**src/pdm_pkg.sv**
```systemverilog
// package: constants, register map and types of the power-down mode controller
package pdm_pkg;
   // ==========================================================
   // clock and timing
   localparam int unsigned CLK_PERIOD_NS = 40;
   localparam int unsigned ENTRY_DELAY_CYC = 9;
   localparam int unsigned LOCK_TYP_US = 75;
   localparam int unsigned LOCK_MARGIN_PCT = 150;
   localparam int unsigned LOCK_WAIT_NS = LOCK_TYP_US * 1000 * (100 + LOCK_MARGIN_PCT) / 100;
   localparam int unsigned LOCK_WAIT_CYC = (LOCK_WAIT_NS + CLK_PERIOD_NS - 1) / CLK_PERIOD_NS;
   localparam int unsigned STRAP_SETTLE_CYC = 3;
   localparam int unsigned IRQ_NUM = 8;
   // ==========================================================
   // register map
   localparam logic [7:0] CSR_OFFSET = 8'h00;
   localparam logic [7:0] STATUS_OFFSET = 8'h04;
   localparam int unsigned POWER_DOWN_SELECT_FIELD_LSB = 10;
   localparam int unsigned POWER_DOWN_SELECT_FIELD_MSB = 15;
   localparam int unsigned GIE_BIT = 0;
   localparam int unsigned STATUS_BYPASS_BIT = 8;
   localparam logic [5:0] POWER_DOWN_SELECT_FIELD_RESET = 6'h00;
   localparam logic [5:0] POWER_DOWN_SELECT_FIELD_NONE = 6'h00;
   localparam logic [5:0] POWER_DOWN_SELECT_FIELD_GATE_ENABLED = 6'h09;
   localparam logic [5:0] POWER_DOWN_SELECT_FIELD_GATE_ANY = 6'h11;
   localparam logic [5:0] POWER_DOWN_SELECT_FIELD_PLL_OUT_STOP = 6'h1a;
   localparam logic [5:0] POWER_DOWN_SELECT_FIELD_PLL_IN_STOP = 6'h1c;
   localparam logic GIE_RESET = 1'b0;
   localparam logic [31:0] RDATA_NONE = 32'h0000_0000;
   localparam logic HRESP_OKAY = 1'b0;
   // ==========================================================
   // types
   typedef enum logic [4:0] {
      ST_RUN = 5'h01,
      ST_ENTRY = 5'h02,
      ST_GATED = 5'h04,
      ST_HALT = 5'h08,
      ST_LOCK = 5'h10
   } pdm_state_t;
   typedef struct packed {
      logic hsel;
      logic [31:0] haddr;
      logic [1:0] htrans;
      logic hwrite;
      logic [2:0] hsize;
      logic hready;
   } pdm_ahb_addr_t;
   typedef struct packed {
      logic [IRQ_NUM-1:0] pending;
      logic [IRQ_NUM-1:0] enabled;
      logic nmiEnable;
   } pdm_irq_t;
endpackage : pdm_pkg

```
**src/pdm_power_down_ctrl.sv**
```systemverilog
// power-down mode controller with ahb-lite register slave
// Functional notes
// - select field bits 15..10, read/write, reset zero
// - mode takes effect nine cycles after write
// - 001001 gates cpu, wakes on enabled interrupt
// - 010001 gates cpu, wakes on any interrupt
// - gating stops cpu clock, interrupt logic runs
// - dma keeps running while cpu is gated
// - non-enabled wake resumes without service routine
// - enabled wake runs service routine, then resumes
// - service routine needs global and nmi enable
// - 011010 stops pll output, whole chip halts
// - 011100 stops pll input, relock after reset
// - pll-stop modes left only by reset
// - pll-stop modes keep registers and ram
// - pll-stop modes freeze functional outputs
// - reference clock input gated only in 011100
// - lock wait 75 us plus 150 percent
// - cpu clock from pll or bypass
`timescale 1ns/1ps
`default_nettype none
module pdm_power_down_ctrl #(
   parameter int unsigned LOCK_WAIT_CYCLES = pdm_pkg::LOCK_WAIT_CYC,
   parameter int unsigned LOCK_W = 16
) (
   // clock and device reset
   input wire logic clk,
   input wire logic rst,
   // ahb-lite slave
   input wire pdm_pkg::pdm_ahb_addr_t ahbAddr,
   input wire logic [31:0] hwdata,
   output logic [31:0] hrdata_ff,
   output logic hreadyout_ff,
   output logic hresp_ff,
   // interrupt state from the cpu core
   input wire pdm_pkg::pdm_irq_t irqIn,
   // pll multiply strap pin, high selects pll, low bypass
   input wire logic pllMultiplySelect,
   // clock gating controls
   output logic cpuClockEnable_ff,
   output logic intLogicClockEnable_ff,
   output logic dmaClockEnable_ff,
   output logic pllOutputEnable_ff,
   output logic refClockEnable_ff,
   output logic pllBypass_ff,
   // chip-wide effects
   output logic ioFreeze_ff,
   output logic stateRetain_ff,
   // wake handshake to the cpu core
   output logic isrRequest_ff,
   output logic resumeNoIsr_ff
);
   // ==========================================================
   // state and registers
   pdm_pkg::pdm_state_t state_ff;
   pdm_pkg::pdm_state_t nxt_state;
   logic [5:0] field_ff;
   logic [5:0] nxt_field;
   logic gie_ff;
   logic nxt_gie;
   logic wrPend_ff;
   logic [7:0] wrAddr_ff;
   logic [3:0] entryCnt_ff;
   logic [3:0] nxt_entryCnt;
   logic [LOCK_W-1:0] lockCnt_ff;
   logic [LOCK_W-1:0] nxt_lockCnt;
   logic strap1_ff;
   logic strap2_ff;
   logic nxt_bypass;

   // ==========================================================
   // bus decode
   wire addrPhase = ahbAddr.hsel && ahbAddr.htrans[1] && ahbAddr.hready;
   wire rdReq = addrPhase && !ahbAddr.hwrite;
   wire wrReq = addrPhase && ahbAddr.hwrite;
   wire wrCsr = wrPend_ff && (wrAddr_ff == pdm_pkg::CSR_OFFSET);
   wire [5:0] wrField = hwdata[pdm_pkg::POWER_DOWN_SELECT_FIELD_MSB:pdm_pkg::POWER_DOWN_SELECT_FIELD_LSB];
   wire rdCsr = ahbAddr.haddr[7:0] == pdm_pkg::CSR_OFFSET;
   wire rdStatus = ahbAddr.haddr[7:0] == pdm_pkg::STATUS_OFFSET;
   wire hiZero = ahbAddr.haddr[31:8] == 24'h00_0000;

   // ==========================================================
   // mode decode
   // unknown values keep running
   wire fieldGateEn = field_ff == pdm_pkg::POWER_DOWN_SELECT_FIELD_GATE_ENABLED;
   wire fieldGateAny = field_ff == pdm_pkg::POWER_DOWN_SELECT_FIELD_GATE_ANY;
   wire fieldPllOut = field_ff == pdm_pkg::POWER_DOWN_SELECT_FIELD_PLL_OUT_STOP;
   wire fieldPllIn = field_ff == pdm_pkg::POWER_DOWN_SELECT_FIELD_PLL_IN_STOP;
   wire fieldGate = fieldGateEn || fieldGateAny;
   wire fieldLegal = fieldGate || fieldPllOut || fieldPllIn;
   wire entryDone = entryCnt_ff == 4'(pdm_pkg::ENTRY_DELAY_CYC - 1);

   // ==========================================================
   // wake logic
   wire wakeEnabled = |(irqIn.pending & irqIn.enabled);
   wire wakeAny = |irqIn.pending;
   wire wakeByEnabled = fieldGateEn && wakeEnabled;
   wire wakeByAny = fieldGateAny && wakeAny;
   wire gatedWake = (state_ff == pdm_pkg::ST_GATED) && (wakeByEnabled || wakeByAny);
   // service routine only with both enables
   wire runIsr = gatedWake && wakeEnabled && gie_ff && irqIn.nmiEnable;

   // ==========================================================
   // pll lock wait after reset
   // lock wait length
   wire lockDone = lockCnt_ff == LOCK_W'(LOCK_WAIT_CYCLES - 1);
   wire strapSettled = lockCnt_ff >= LOCK_W'(pdm_pkg::STRAP_SETTLE_CYC);
   wire lockExit = strapSettled && (strap2_ff ? lockDone : 1'b1);

   // ==========================================================
   // next-state logic
   always_comb begin
      nxt_state = state_ff;
      nxt_entryCnt = entryCnt_ff;
      nxt_lockCnt = lockCnt_ff;
      unique case (state_ff)
         pdm_pkg::ST_LOCK: begin
            nxt_lockCnt = lockCnt_ff + LOCK_W'(1);
            if (lockExit) begin
               nxt_state = pdm_pkg::ST_RUN;
            end
         end
         pdm_pkg::ST_RUN: begin
            nxt_entryCnt = 4'h0;
            if (fieldLegal) begin
               nxt_state = pdm_pkg::ST_ENTRY;
            end
         end
         pdm_pkg::ST_ENTRY: begin
            nxt_entryCnt = entryCnt_ff + 4'h1;
            if (!fieldLegal) begin
               nxt_state = pdm_pkg::ST_RUN;
            end else if (entryDone) begin
               nxt_state = fieldGate ? pdm_pkg::ST_GATED : pdm_pkg::ST_HALT;
            end
         end
         pdm_pkg::ST_GATED: begin
            if (gatedWake) begin
               nxt_state = pdm_pkg::ST_RUN;
            end
         end
         pdm_pkg::ST_HALT: begin
            nxt_state = pdm_pkg::ST_HALT;
         end
         default: begin
            nxt_state = pdm_pkg::ST_RUN;
         end
      endcase
   end

   // field write, cleared on cpu wake, write wins
   assign nxt_field = wrCsr ? wrField : (gatedWake ? pdm_pkg::POWER_DOWN_SELECT_FIELD_NONE : field_ff);
   assign nxt_gie = wrCsr ? hwdata[pdm_pkg::GIE_BIT] : gie_ff;
   assign nxt_bypass = (state_ff == pdm_pkg::ST_LOCK) ? !strap2_ff : pllBypass_ff;

   // csr read uses next values so back-to-back write then read sees new data
   wire [31:0] csrRead = {16'h0000, nxt_field, 9'h000, nxt_gie};
   wire [31:0] statusRead = {23'h00_0000, pllBypass_ff, 3'h0, state_ff};
   wire [31:0] rdMux = !hiZero ? pdm_pkg::RDATA_NONE :
                       rdCsr ? csrRead :
                       rdStatus ? statusRead : pdm_pkg::RDATA_NONE;

   // ==========================================================
   // gating decode from next state, so outputs line up with state_ff
   wire nxtHalt = nxt_state == pdm_pkg::ST_HALT;
   wire nxtGated = nxt_state == pdm_pkg::ST_GATED;
   wire nxtLock = nxt_state == pdm_pkg::ST_LOCK;
   // cpu clock blocked at cpu boundary
   wire nxtCpuClk = !(nxtGated || nxtHalt || nxtLock);
   wire nxtDmaClk = !(nxtHalt || nxtLock);
   // pll output stopped in both pll-stop modes
   wire nxtPllOut = !nxtHalt;
   // reference clock gated only in input-stop mode
   wire nxtRefClk = !(nxtHalt && (nxt_field == pdm_pkg::POWER_DOWN_SELECT_FIELD_PLL_IN_STOP));

   // ==========================================================
   // bus registers
   always_ff @(posedge clk) begin
      if (rst) begin
         wrPend_ff <= 1'b0;
         wrAddr_ff <= 8'h00;
         hrdata_ff <= pdm_pkg::RDATA_NONE;
         hreadyout_ff <= 1'b0;
         hresp_ff <= pdm_pkg::HRESP_OKAY;
      end else begin
         wrPend_ff <= wrReq && hiZero;
         wrAddr_ff <= ahbAddr.haddr[7:0];
         hrdata_ff <= rdReq ? rdMux : hrdata_ff;
         hreadyout_ff <= 1'b1;
         hresp_ff <= pdm_pkg::HRESP_OKAY;
      end
   end

   // ==========================================================
   // strap synchroniser
   always_ff @(posedge clk) begin
      if (rst) begin
         strap1_ff <= 1'b0;
         strap2_ff <= 1'b0;
      end else begin
         strap1_ff <= pllMultiplySelect;
         strap2_ff <= strap1_ff;
      end
   end

   // ==========================================================
   // control registers
   always_ff @(posedge clk) begin
      if (rst) begin
         state_ff <= pdm_pkg::ST_LOCK;
         field_ff <= pdm_pkg::POWER_DOWN_SELECT_FIELD_RESET;
         gie_ff <= pdm_pkg::GIE_RESET;
         entryCnt_ff <= 4'h0;
         lockCnt_ff <= '0;
         pllBypass_ff <= 1'b0;
      end else begin
         state_ff <= nxt_state;
         field_ff <= nxt_field;
         gie_ff <= nxt_gie;
         entryCnt_ff <= nxt_entryCnt;
         lockCnt_ff <= nxt_lockCnt;
         pllBypass_ff <= nxt_bypass;
      end
   end

   // ==========================================================
   // clock and effect outputs
   always_ff @(posedge clk) begin
      if (rst) begin
         cpuClockEnable_ff <= 1'b0;
         intLogicClockEnable_ff <= 1'b0;
         dmaClockEnable_ff <= 1'b0;
         pllOutputEnable_ff <= 1'b1;
         refClockEnable_ff <= 1'b1;
         ioFreeze_ff <= 1'b0;
         stateRetain_ff <= 1'b0;
         isrRequest_ff <= 1'b0;
         resumeNoIsr_ff <= 1'b0;
      end else begin
         cpuClockEnable_ff <= nxtCpuClk;
         intLogicClockEnable_ff <= !(nxtHalt || nxtLock);
         dmaClockEnable_ff <= nxtDmaClk;
         pllOutputEnable_ff <= nxtPllOut;
         refClockEnable_ff <= nxtRefClk;
         stateRetain_ff <= nxtHalt;
         ioFreeze_ff <= nxtHalt;
         isrRequest_ff <= runIsr;
         resumeNoIsr_ff <= gatedWake && !runIsr;
      end
   end

   // ==========================================================
   // checks
   // reset clears field
   a_field_reset: assert property (@(posedge clk) rst |=> (field_ff == pdm_pkg::POWER_DOWN_SELECT_FIELD_RESET))
      else $error("select field not cleared by reset");

   a_field_write: assert property (@(posedge clk) disable iff (rst)
      wrCsr |=> (field_ff == $past(wrField)))
      else $error("select field did not take written value");

   a_entry_delay: assert property (@(posedge clk) disable iff (rst)
      ($rose(state_ff == pdm_pkg::ST_ENTRY) && fieldLegal && !wrCsr)
      |-> (state_ff == pdm_pkg::ST_ENTRY)[*8] ##1 (state_ff == pdm_pkg::ST_ENTRY)
      ##1 (state_ff != pdm_pkg::ST_ENTRY))
      else $error("power-down entry delay not nine cycles");

   a_wake_enabled_only: assert property (@(posedge clk) disable iff (rst)
      (state_ff == pdm_pkg::ST_GATED && fieldGateEn && !wakeEnabled)
      |=> (state_ff == pdm_pkg::ST_GATED))
      else $error("gated mode left without enabled interrupt");

   a_wake_any_irq: assert property (@(posedge clk) disable iff (rst)
      (state_ff == pdm_pkg::ST_GATED && fieldGateAny && wakeAny)
      |=> (state_ff == pdm_pkg::ST_RUN) && (resumeNoIsr_ff || isrRequest_ff))
      else $error("any-interrupt wake did not resume");

   a_gated_clocks: assert property (@(posedge clk) disable iff (rst)
      (state_ff == pdm_pkg::ST_GATED)
      |-> (!cpuClockEnable_ff && dmaClockEnable_ff && intLogicClockEnable_ff))
      else $error("wrong clock enables in gated mode");

   a_isr_enables: assert property (@(posedge clk) disable iff (rst)
      isrRequest_ff |-> $past(gie_ff && irqIn.nmiEnable && wakeEnabled) && !resumeNoIsr_ff)
      else $error("service routine requested without both enables");

   a_resume_cause: assert property (@(posedge clk) disable iff (rst)
      resumeNoIsr_ff |-> ($past(state_ff) == pdm_pkg::ST_GATED) && (state_ff == pdm_pkg::ST_RUN))
      else $error("plain resume outside a gated wake");

   a_halt_sticky: assert property (@(posedge clk) disable iff (rst)
      (state_ff == pdm_pkg::ST_HALT)
      |=> (state_ff == pdm_pkg::ST_HALT) && ($stable(field_ff) || $past(wrCsr)))
      else $error("pll-stop mode left without reset");

   a_halt_effects: assert property (@(posedge clk) disable iff (rst)
      (state_ff == pdm_pkg::ST_HALT)
      |-> (ioFreeze_ff && stateRetain_ff && !pllOutputEnable_ff && !cpuClockEnable_ff))
      else $error("halt effects missing in pll-stop mode");

   a_ref_gate: assert property (@(posedge clk) disable iff (rst)
      !refClockEnable_ff |-> (state_ff == pdm_pkg::ST_HALT) && (field_ff == pdm_pkg::POWER_DOWN_SELECT_FIELD_PLL_IN_STOP))
      else $error("reference clock gated outside input-stop mode");

   a_reserved_runs: assert property (@(posedge clk) disable iff (rst)
      (state_ff == pdm_pkg::ST_RUN && !fieldLegal) |=> (state_ff == pdm_pkg::ST_RUN))
      else $error("reserved select value left normal running");

   a_lock_wait: assert property (@(posedge clk) disable iff (rst)
      (state_ff == pdm_pkg::ST_LOCK && strap2_ff && !lockDone) |=> (state_ff == pdm_pkg::ST_LOCK))
      else $error("lock wait cut short");

   a_bus_okay: assert property (@(posedge clk) disable iff (rst)
      hresp_ff == pdm_pkg::HRESP_OKAY)
      else $error("slave answered other than okay");

endmodule : pdm_power_down_ctrl
`default_nettype wire

```
**config.mk**
```make
export PLATFORM = sky130hd
export DESIGN_NAME = pdm_power_down_ctrl
export DESIGN_NICKNAME = d
export VERILOG_FILES = /design/src/pdm_pkg.sv /design/src/pdm_power_down_ctrl.sv
export SDC_FILE = /design/constraint.sdc
export NUM_CORES = 1
export LEC_CHECK = 0
export ABC_AREA = 1
export BUFFER_PORTS_ARGS = -buffer_cell sky130_fd_sc_hd__buf_2
export CORE_ASPECT_RATIO = 0.75
export CORE_MARGIN = 2
export CORE_UTILIZATION = 43
export CTS_CLUSTER_SIZE = 8
export DETAILED_ROUTE_END_ITERATION = 16
export PLACE_DENSITY_LB_ADDON = 0.3
export SYNTH_ARGS = -nofsm -noshare
export SYNTH_HDL_FRONTEND = slang
export SYNTH_SLANG_ARGS = --single-unit
```
**constraint.sdc**
```tcl
create_clock -name clk -period 1.5 [get_ports clk]
set_input_delay 0.3 -clock clk [delete_from_list [all_inputs] [get_ports clk]]
set_output_delay 0.3 -clock clk [all_outputs]
set_load 0.05 [all_outputs]
```
==> out/qor.txt <==
outcome = finished, final reports clean
Layout Skew = 0.0101 ns
NetSw = 0.00166 W
Initial Util = 0.438
LEAKAGE = 2.08 nW
die area = 8100 um^2
H-tree lvl count = 3
final slew viol count = 0
clock tree buffer depth = 2
initial drt markers = 160
Req. time, crit path = 1.73 ns
first-pass GRT wire length = 12,900 um
DR vias/cell = 4.80
Clock Latency Late Sink = 0.35 ns
Post-synth EDFFs = 0
Final Cycle Share = 0.971
fin cells = 691
WL met1 = 3870 um
total number of vias = 3,316
Max Cap Viol = 0
Root Buffer = clkbuf_8
Setup violations, final = 0
Worst Slack Setup Final = 0.0433 ns
Period minus WS final = 1.46 ns
DPL Wire Length = 6020 um
largest net degree at the start of global routing = 15
GRT Residual Overflow = 0
PortBufs = 85
DRC = 0
row cnt = 27
Combinational Power Share = 0.272
Die Y = 78.5 um
Final Hold Viols = 0
Placed Area = 3880 um^2
Die Wd = 103 um
GPL Wtd Cong = 0.848
mapped cell area = 3180 um^2
gr usage total = 0.203
Hold Path Depth = 3
fmax = 686 MHz
commonest non-fill, non-tap cell in the layout = nand2_1
Seq/Total Area, Yosys = 0.403
worst path arrival time = 1.69 ns
internal reg-to-reg setup slack = 0.04 ns
Ys Warns = 0
CTS Hold Bufs = 0
total design power = 0.00494 W
critical path peak fanout = 3
initial antenna violation count = 0
Finished Cell Area = 4320 um^2
CTS Sinks = 64
cell count after placement = 665
layout cell share with drive strength beyond 1 = 0.349
switching part of the total power = 0.336
RSZ-0062 raised after global routing = true
Clk pin slew, worst setup/hold paths = 0.08 ns
final layout net count = 680
DP Worst Slack = -0.0417 ns
CTS tree = built
top_reg_cell synth = dfxtp_1
P_int = 0.00328 W
maximum VDD drop = 671 uV
I/O pins = 136
Antenna Cells = 0
CTS Buf Count = 9
DRT Pass-1 Iters = 4
commonest cells after routing, fill and taps aside = nand2_1, buf_2, nor2_1
met3 wire len = 595 um
Synth Instances = 453
filler cell count in the final layout = 666
area grow syn2layout = 35.8%
Reg2Reg Depth = 9
total routed wirelength = 8050 um
synthesized area per cell = 7.02 um^2
HP Class = in2reg
Crit. End Element = flip-flop
Yosys reg bits = 64
clock share of power = 0.347
sequential power share = 0.381
Post-DRT Antenna Nets = 0
Setup CP Type = reg2reg
Cell Pwr Density = 1140 nW/um^2
Worst setup SP type = flip-flop
Synth cell types = 35
vias in the first global route = 2,863
drt wl/cell = 11.7 um
post-synthesis async set-or-reset flop share = 0
DR top layer = met4
metal2 WL = 3450 um
core region area = 7260 um^2
==> layout make-up <==
type / instances / area [um^2] / area share
timing repair buffer: 132 / 782 / 0.181
clock inverter: 7 / 103 / 0.0238
tap: 101 / 126 / 0.0293
sequential: 64 / 1300 / 0.302
clock buffer: 9 / 124 / 0.0287
multi-input combinational: 329 / 1700 / 0.393
inverter: 49 / 184 / 0.0426
==> worst paths after layout <==
check,startpoint,end
hold reg to reg,strap1_ff,strap2_ff
setup / recovery,entryCnt_ff[1],refClockEnable_ff
hold / removal,pllMultiplySelect,strap1_ff
setup reg to reg,entryCnt_ff[1],refClockEnable_ff
==> cell families after synthesis <==
| group | Yosys count | share of synthesized area |
|---|---|---|
| AO/OA/AOI/OAI | 58 | 0.0988 |
| XOR/XNOR | 5 | 0.0138 |
| adder cells (fa/ha/maj) | 3 | 0.0118 |
| buffers and inverters | 80 | 0.122 |
| flip-flops | 64 | 0.403 |
| other | 1 | 0.00118 |
| AND/OR/NAND/NOR | 242 | 0.349 |
==> per-layer routing <==
layer  track usage  up-vias
met5             0        -
met1         0.285     1479
met3        0.0516       14
met2         0.299      127
li1              -     1696
met4        0.0737        0
==> power by group through the flow <==
stage	registers [W]	clock network [W]	logic, W
3_5_place_dp	0.00191	0	0.00119
5_1_grt	0.00189	0.00182	0.00147
3_3_place_gp	0.00191	0	0.00118
4_1_cts	0.00187	0.00173	0.00120
6_report	0.00188	0.00172	0.00134
2_1_floorplan	0.00204	0	0.000689
==> cells in the mapped netlist, types with 2 or more instances <==
| library cell | number | area share |
|---|---|---|
| nand2_1 | 99 | 0.12 |
| nor2_1 | 67 | 0.079 |
| dfxtp_1 | 64 | 0.40 |
| inv_1 | 48 | 0.057 |
| nand3_1 | 37 | 0.058 |
| a21oi_1 | 30 | 0.047 |
| buf_4 | 23 | 0.054 |
| o21ai_0 | 18 | 0.028 |
| nor3_1 | 11 | 0.017 |
| nand4_1 | 10 | 0.020 |
| clkbuf_1 | 7 | 0.0083 |
| nor2_4 | 5 | 0.018 |
| xnor2_1 | 4 | 0.011 |
| ha_1 | 3 | 0.012 |
| nand3b_1 | 3 | 0.0071 |
| a21oi_2 | 2 | 0.0055 |
| a31oi_1 | 2 | 0.0039 |
| nand4_2 | 2 | 0.0079 |
| o211ai_1 | 2 | 0.0047 |
==> worst max-delay path: stages, from the launching register on <==
cell     delay, ns
dfxtp_2       0.34
inv_2         0.04
ha_4          0.15
nand2_2       0.08
nor2_4        0.04
buf_4         0.14
o21ai_2       0.13
nand3_2       0.09
a21oi_2       0.23
nand3_1       0.10
==> stage by stage <==
stage | util | hold WS, ns | setup TNS (ns)
3_3_place_gp | 0.534 | 0.393 | -0.0112
2_1_floorplan | - | 0.388 | 0
4_1_cts | 0.570 | 0.141 | 0
3_5_place_dp | 0.534 | 0.398 | -0.230
6_report | 0.594 | 0.152 | 0
5_1_grt | 0.594 | 0.162 | -0.155
==> registers in the layout, indices dropped and copies added, names as in the netlist, 4 cells and up <==
register,flops
entryCnt_ff,4
state_ff,5
field_ff,6
wrAddr_ff,8
hrdata_ff,12
lockCnt_ff,16
==> repair_timing <==
action,CTS,global route
gates cloned,0,0
pin swaps,7,11
gates resized for setup,8,44
endpoints found under the setup margin,3,23
buffers inserted,2,8
Power figures use the tool's default switching activity.
